`config.mk`:
```
export PLATFORM = sky130hd
export DESIGN_NAME = prhg_top
export DESIGN_NICKNAME = d
export VERILOG_FILES = /design/src/include/prhg_pkg.sv /design/src/hdl/prhg_buf.sv /design/src/hdl/prhg_top.sv
export SDC_FILE = /design/constraint.sdc
export NUM_CORES = 1
export LEC_CHECK = 0
export BUFFER_PORTS_ARGS = -buffer_cell sky130_fd_sc_hd__buf_4
export CAP_MARGIN = 20
export CORE_MARGIN = 4
export CORE_UTILIZATION = 66
export DETAILED_ROUTE_END_ITERATION = 10
export PLACE_DENSITY = 0.88
export SLEW_MARGIN = 20
export SYNTH_ARGS = -nofsm -noshare
export SYNTH_HDL_FRONTEND = slang
export SYNTH_SLANG_ARGS = --single-unit
```
`constraint.sdc`:
```
create_clock -name clk -period 7.7 [get_ports clk]
set_clock_uncertainty 0.15 [all_clocks]
set_input_delay 1.155 -clock clk [delete_from_list [all_inputs] [get_ports clk]]
set_output_delay 1.155 -clock clk [all_outputs]
set_load 0.02 [all_outputs]
```
`src/include/prhg_pkg.sv`:
```
// Constants, state encoding and health-test limits for the gated random source
package prhg_pkg;

   // Health test limits
   localparam int TF_RUN_LIMIT     = 32;   // Identical bits in a row that mean a dead source
   localparam int WIN_BITS         = 256;  // Raw bits per online test window
   localparam int ONES_MIN         = 96;   // Least count of ones per window
   localparam int ONES_MAX         = 160;  // Greatest count of ones per window
   localparam int INTERVAL_WINDOWS = 16;   // Windows per period in interval mode
   localparam int OCTET_BITS       = 8;    // Bits per delivered octet
   localparam int BUF_DEPTH        = 2;    // Entries of the output buffer

   // Generator life cycle
   typedef enum logic [1:0] {
      ST_OFF     = 2'b00,
      ST_STARTUP = 2'b01,
      ST_RUN     = 2'b10,
      ST_FAILED  = 2'b11
   } prhg_state_type;

endpackage : prhg_pkg

```
`src/hdl/prhg_buf.sv`:
```
// Two-entry valid/ready buffer for random octets, with flush
`timescale 1ns/100ps
module prhg_buf #(
   parameter int WIDTH = 8
) (
   // Clock and reset
   input  wire logic             clk,
   input  wire logic             reset,
   input  wire logic             flush,
   // Filling side
   input  wire logic [WIDTH-1:0] in_data,
   input  wire logic             in_valid,
   output logic                  in_ready,
   // Draining side
   output logic [WIDTH-1:0]      out_data,
   output logic                  out_valid,
   input  wire logic             out_ready
);

   logic [WIDTH-1:0] data_q [0:1];
   logic [1:0]       cnt_q;
   logic             push;
   logic             pop;

   // Ready only while an entry is free, so a stalled reader fills it
   assign in_ready = (cnt_q != 2'h2);
   assign push     = in_valid && in_ready;
   assign pop      = out_valid && out_ready;
   assign out_data = data_q[0];

   // Occupancy; flush drops everything at once
   always_ff @(posedge clk or posedge reset)
   begin
      if (reset)
      begin
         cnt_q     <= 2'h0;
         out_valid <= 1'b0;
      end
      else if (flush)
      begin
         cnt_q     <= 2'h0;
         out_valid <= 1'b0;
      end
      else
      begin
         cnt_q     <= cnt_q + {1'b0, push} - {1'b0, pop};
         out_valid <= (cnt_q + {1'b0, push} - {1'b0, pop}) != 2'h0;
      end
   end

   // Entry storage; head shifts forward on pop
   always_ff @(posedge clk or posedge reset)
   begin
      if (reset)
      begin
         data_q[0] <= '0;
         data_q[1] <= '0;
      end
      else if (flush)
      begin
         data_q[0] <= '0;
         data_q[1] <= '0;
      end
      else
      begin
         if (pop)
         begin
            data_q[0] <= (cnt_q == 2'h2) ? data_q[1] : in_data;
            if (push && cnt_q == 2'h2)
               data_q[1] <= in_data;
         end
         else if (push)
         begin
            if (cnt_q == 2'h0)
               data_q[0] <= in_data;
            else
               data_q[1] <= in_data;
         end
      end
   end

endmodule : prhg_buf

```
`src/hdl/prhg_top.sv`:
```
// Physical random source with total-failure and online health gating
`timescale 1ns/100ps
module prhg_top #(
   parameter int TF_RUN_LIMIT     = prhg_pkg::TF_RUN_LIMIT,
   parameter int WIN_BITS         = prhg_pkg::WIN_BITS,
   parameter int ONES_MIN         = prhg_pkg::ONES_MIN,
   parameter int ONES_MAX         = prhg_pkg::ONES_MAX,
   parameter int INTERVAL_WINDOWS = prhg_pkg::INTERVAL_WINDOWS
) (
   // Clock and reset
   input  wire logic       clk,
   input  wire logic       reset,
   // Raw noise source
   input  wire logic       noise_bit,
   input  wire logic       noise_valid,
   // Software control
   input  wire logic       rng_enable,
   input  wire logic       test_continuous,
   input  wire logic       selftest_start,
   // Octet stream
   output logic [7:0]      rng_data,
   output logic            rng_valid,
   input  wire logic       rng_ready,
   // Health status
   output logic            healthy,
   output logic            tf_fail,
   output logic            ol_fail,
   output logic            selftest_busy,
   output logic            selftest_pass,
   output logic            selftest_fail
);

   localparam int RW = $clog2(TF_RUN_LIMIT + 1);
   localparam int WW = $clog2(WIN_BITS);
   localparam int OW = $clog2(WIN_BITS + 1);
   localparam int GW = $clog2(INTERVAL_WINDOWS);
   localparam logic [RW-1:0] RUN_LAST = RW'(TF_RUN_LIMIT - 1);
   localparam logic [WW-1:0] WIN_LAST = WW'(WIN_BITS - 1);
   localparam logic [OW-1:0] OMIN     = OW'(ONES_MIN);
   localparam logic [OW-1:0] OMAX     = OW'(ONES_MAX);
   localparam logic [GW-1:0] GAP_LAST = GW'(INTERVAL_WINDOWS - 1);

   prhg_pkg::prhg_state_type state_q, state_d;

   logic          en_q;
   logic          last_bit_q;
   logic [RW-1:0] run_q;
   logic [WW-1:0] win_q;
   logic [OW-1:0] ones_q;
   logic [OW-1:0] ones_fin;
   logic [GW-1:0] gap_q;
   logic          tf_hit;
   logic          win_done;
   logic          win_active;
   logic          defect;
   logic          live;
   logic [7:0]    shift_q;
   logic [2:0]    bit_cnt_q;
   logic          oct_full_q;
   logic          buf_ready;
   logic          flush;
   logic [WW-1:0] st_cnt_q;
   logic          st_fault_q;

   assign live = (state_q == prhg_pkg::ST_STARTUP) || (state_q == prhg_pkg::ST_RUN);

   // Run-length watch on raw bits; a stuck source shows as a long run
   always_ff @(posedge clk or posedge reset)
   begin
      if (reset)
      begin
         last_bit_q <= 1'b0;
         run_q      <= '0;
      end
      else if (state_q == prhg_pkg::ST_OFF)
         run_q <= '0;
      else if (noise_valid)
      begin
         last_bit_q <= noise_bit;
         run_q      <= (noise_bit == last_bit_q && run_q != '0) ? run_q + 1'b1 : RW'(1);
      end
   end
   assign tf_hit = live && noise_valid && noise_bit == last_bit_q && run_q == RUN_LAST;

   // Window counting for the online balance test
   always_ff @(posedge clk or posedge reset)
   begin
      if (reset)
      begin
         win_q  <= '0;
         ones_q <= '0;
         gap_q  <= '0;
      end
      else if (state_q == prhg_pkg::ST_OFF)
      begin
         win_q  <= '0;
         ones_q <= '0;
         gap_q  <= '0;
      end
      else if (noise_valid)
      begin
         win_q  <= win_done ? '0 : win_q + 1'b1;
         ones_q <= win_done ? '0 : ones_q + OW'(noise_bit);
         if (win_done)
            gap_q <= (gap_q == GAP_LAST) ? '0 : gap_q + 1'b1;
      end
   end
   assign win_done = noise_valid && win_q == WIN_LAST;
   assign ones_fin = ones_q + OW'(noise_bit);
   // Interval mode tests one window per period; start-up always tests
   assign win_active = test_continuous || gap_q == '0 ||
                       state_q == prhg_pkg::ST_STARTUP;
   // Balance bounds hold the bias low enough for the entropy target
   assign defect = live && win_done && win_active &&
                   (ones_fin < OMIN || ones_fin > OMAX);

   // Life cycle of the generator
   always_comb
   begin
      state_d = state_q;
      case (state_q)
         prhg_pkg::ST_OFF:
            if (rng_enable && !en_q)
               state_d = prhg_pkg::ST_STARTUP;
         prhg_pkg::ST_STARTUP:
            if (!rng_enable)
               state_d = prhg_pkg::ST_OFF;
            else if (tf_hit || defect)
               state_d = prhg_pkg::ST_FAILED;
            else if (win_done)
               state_d = prhg_pkg::ST_RUN;
         prhg_pkg::ST_RUN:
            if (!rng_enable)
               state_d = prhg_pkg::ST_OFF;
            else if (tf_hit || defect)
               state_d = prhg_pkg::ST_FAILED;
         prhg_pkg::ST_FAILED:
            if (!rng_enable)
               state_d = prhg_pkg::ST_OFF;
         default:
            state_d = prhg_pkg::ST_OFF;
      endcase
   end

   always_ff @(posedge clk or posedge reset)
   begin
      if (reset)
      begin
         state_q <= prhg_pkg::ST_OFF;
         en_q    <= 1'b0;
      end
      else
      begin
         state_q <= state_d;
         en_q    <= rng_enable;
      end
   end

   // Status flags; failure causes stay set until the generator is restarted
   always_ff @(posedge clk or posedge reset)
   begin
      if (reset)
      begin
         healthy <= 1'b0;
         tf_fail <= 1'b0;
         ol_fail <= 1'b0;
      end
      else
      begin
         healthy <= state_d == prhg_pkg::ST_RUN;
         if (tf_hit)
            tf_fail <= 1'b1;
         else if (state_d == prhg_pkg::ST_STARTUP && state_q == prhg_pkg::ST_OFF)
            tf_fail <= 1'b0;
         if (defect)
            ol_fail <= 1'b1;
         else if (state_d == prhg_pkg::ST_STARTUP && state_q == prhg_pkg::ST_OFF)
            ol_fail <= 1'b0;
      end
   end

   // Octet assembly; a full octet waits for buffer space, later bits are skipped
   always_ff @(posedge clk or posedge reset)
   begin
      if (reset)
      begin
         shift_q    <= 8'h00;
         bit_cnt_q  <= 3'h0;
         oct_full_q <= 1'b0;
      end
      else if (flush)
      begin
         shift_q    <= 8'h00;
         bit_cnt_q  <= 3'h0;
         oct_full_q <= 1'b0;
      end
      else if (oct_full_q)
         oct_full_q <= !buf_ready;
      else if (noise_valid)
      begin
         shift_q    <= {shift_q[6:0], noise_bit};
         bit_cnt_q  <= bit_cnt_q + 1'b1;
         oct_full_q <= bit_cnt_q == 3'h7;
      end
   end

   // Anything outside healthy running, now or from the next edge, drops held data
   assign flush = state_q != prhg_pkg::ST_RUN || state_d != prhg_pkg::ST_RUN ||
                  tf_hit || defect;

   prhg_buf #(
      .WIDTH     (prhg_pkg::OCTET_BITS)
   ) u_buf (
      .clk       (clk),
      .reset     (reset),
      .flush     (flush),
      .in_data   (shift_q),
      .in_valid  (oct_full_q),
      .in_ready  (buf_ready),
      .out_data  (rng_data),
      .out_valid (rng_valid),
      .out_ready (rng_ready)
   );

   // Software-started failure test over one window of raw bits
   always_ff @(posedge clk or posedge reset)
   begin
      if (reset)
      begin
         selftest_busy <= 1'b0;
         selftest_pass <= 1'b0;
         selftest_fail <= 1'b0;
         st_cnt_q      <= '0;
         st_fault_q    <= 1'b0;
      end
      else if (selftest_start && !selftest_busy)
      begin
         selftest_busy <= 1'b1;
         selftest_pass <= 1'b0;
         selftest_fail <= 1'b0;
         st_cnt_q      <= '0;
         st_fault_q    <= 1'b0;
      end
      else if (selftest_busy && noise_valid)
      begin
         st_cnt_q   <= st_cnt_q + 1'b1;
         // Uses the run watch, whose hits only count while the generator is live
         st_fault_q <= st_fault_q || tf_hit || !live;
         if (st_cnt_q == WIN_LAST)
         begin
            selftest_busy <= 1'b0;
            selftest_pass <= !(st_fault_q || tf_hit || !live);
            selftest_fail <= st_fault_q || tf_hit || !live;
         end
      end
   end
endmodule : prhg_top

```
==> impl_metrics.yaml <==
power_and_ir_drop:
  pwr_density_cell_nw_per_um2: 235.3
  total_leakage_power_nw: 2.115
  peakVddDrop_v: 0.0001409
  total_power_mw: 1.130
timing:
  tns_ns: 0
  final.min_clock_period_ns: 4.476
  setup_viol: 0
  worstMarginPinSlew_ns: 1.097
  slew_headroom: 0.2671
  rsz0062_at_grt: "no"
  hold_viol_final: 0
  period_share: 0.5813
  slew_violations: 0
  max_freq_mhz: 223.4
critical_path:
  cpPeakStageDelay_ns: 0.71
  critPathSlowestCell: "a32oi_2"
  worst_r2r_path_depth: 10
  start_kind: "input port"
  r2r-start: "ones_q[0]"
  crit_cells: 11
  crit_fanout: 31
  cp-end-kind: "flip-flop"
  critical_path_class: "in -> reg"
  crit_buf_inv: 2
  arrival_ns: 4.54
  timing.reg2reg.setup_slack_ns: 3.78
  worstPathRequired_ns: 7.76
  reg2reg_to: "healthy"
  crit_chain: "buf_4 -> ha_1 -> ha_1 -> and4bb_2 -> a221oi_1 -> a2111oi_2 -> a211oi_1 -> nor2_4 -> a32oi_2 -> buf_4 -> nor3_1"
  critPathTopFamily: "compound AO/OA/AOI/OAI gates"
grt:
  grt_pass1_wl_um: 16140
  grt_pass1_vias: 3389
  grt_usage: 0.2422
  grt-ovfl-total: 0
  grt_max_degree: 78
  antenna_found_initial: 0
finish:
  design_area_um2: 4801
  drive_above_1_share: 0.1483
  diodes: 0
  syn_to_final_growth_pct: 7.119
  final_util: 0.7433
  final_nets: 491
floorplanning:
  core-area_um2: 6459
  die_h_um: 90.41
  ios: 23
  num_rows: 29
  initial_core_util: 0.6939
  fp.dieArea_um2: 8173
  die_w_um: 90.41
detailed_routing:
  totalWireLength_um: 9843
  vias: 3660
  drc_errors: 0
  vias_per_cell: 6.667
  dr.pass1.iters: 5
  wl_per_cell_um: 17.93
  drt_iter0_drc: 335
  ant_nets: 0
synth:
  synth.area.top_cells: "dfrtp_1 43%, mux2_2 5.0%, nand4b_1 4.5%"
  yosysTopAreaCell: "dfrtp_1"
  ys_ff_latch: 77
  async_reset_ff_frac: 1.000
  synth_edf_count: 0
  synth_cells: 471
  synthFlopType: "dfrtp_1"
  synth_commonest_cells: "77 x dfrtp_1, 36 x nor3_1, 36 x o21ai_0, 34 x nand2_1, 34 x nor2_1"
  synth.cell_area_um2: 4482
  syn_area_per_cell_um2: 9.515
  yosysWarningCount: 0
  synth_most_common_cell: "dfrtp_1"
  ys_seq_area_frac: 0.4299
  synth_top_area_frac: 0.4299
  synth_fp_nets: 495
  synth.distinct_cells: 54
cts:
  clock_latency_ns: 0.37
  cts_setup_buffers: 0
  cts_tree: "built"
  cts_buffers: 9
  clk_path_buf_depth: 2
  cts.root.buffer_cell: "clkbuf_8"
  ctsResizeCount: 0
  cts_sinks: 77
  htreeDepth: 3
  clk_pin_slew_ns: 0.07
  cts_hold_buffers: 0
flow_run:
  maxCapViolations: 0
hold_path:
  hold_end: "tf_fail"
  min_path_type: "reg -> reg"
  hold_path.startpoint: "tf_fail"
  hold_depth: 1
place:
  io_buffers: 22
  place_congestion: 0.9365
  place_hpwl_um: 6348
  place_area_um2: 4552
outcome:
  outcome: "completed"
## report_power, final
part           total [mW]  switching (mW)  internal, mW
Clock               0.375           0.151         0.224
Sequential          0.454          0.0256         0.428
Combinational       0.301           0.211        0.0898
Total                1.13           0.388         0.742
## registers in the layout, indices dropped and copies added (netlist names), 2 cells and up
signal,count
ones_q,9
gap_q,4
u_buf.data_q,8
state_q,2
u_buf.out_data,8
run_q,6
st_cnt_q,8
win_q,8
u_buf.cnt_q,2
shift_q,8
bit_cnt_q,3
## through the flow
stage | cells | setup WS, ns | hold slack (ns)
after floorplan | 471 | 3.767 | 0.3028
after global placement | 533 | 2.633 | 0.3167
after detailed placement | 533 | 2.542 | 0.3213
after CTS | 549 | 2.910 | 0.3412
after global routing | 549 | 2.954 | 0.3647
final | 549 | 3.224 | 0.3351
## cells in the final DEF (no fill, tap or decap), drive strengths merged, types with 5 or more instances in the layout
cell type	synthesis	routed
dfrtp	77	77
nor3	37	37
o21ai	36	36
nand2	34	34
nor2	34	34
buf	18	25
nand3	24	24
nand4b	23	23
mux2	20	20
ha	16	16
inv	14	14
mux2i	12	12
clkbuf	22	12
a21oi	11	11
nand4	9	9
xnor2	9	9
xor2	7	7
nor2b	7	7
and3	6	6
o31ai	5	5
## cell families after synthesis
logic type      synth area share
compound gates            0.1153
simple gates              0.2418
buf+inv                  0.06002
mux                      0.07705
xor+xnor                 0.03127
fa+ha+maj                0.04467
flops                     0.4299
## how the worst max path moves through the flow
stage	start	to
3_3_place_gp	noise_bit	u_buf.data_q[5]
3_5_place_dp	noise_bit	u_buf.data_q[5]
4_1_cts	noise_bit	u_buf.data_q[5]
2_1_floorplan	noise_bit	shift_q[6]
5_1_grt	noise_bit	u_buf.data_q[5]
6_report	noise_bit	healthy
## layer usage
metal,up-vias,track usage,part of all wire
met5,-,0,0
met4,0,0.08546,0.018
met3,21,0.04917,0.055
met2,133,0.3883,0.50
met1,1830,0.3279,0.43
li1,1676,-,-
## final cells by class
cell class | count | area, um^2
repair buffers | 25 | 187.7
inverters | 14 | 52.55
clock inverters | 4 | 95.09
clock buffers | 12 | 145.1
fillers | 429 | 1658
multi-input cells | 340 | 2297
well taps | 77 | 96.34
flip-flops and latches | 77 | 1927
Note: power is estimated with default switching activity, not from simulation.
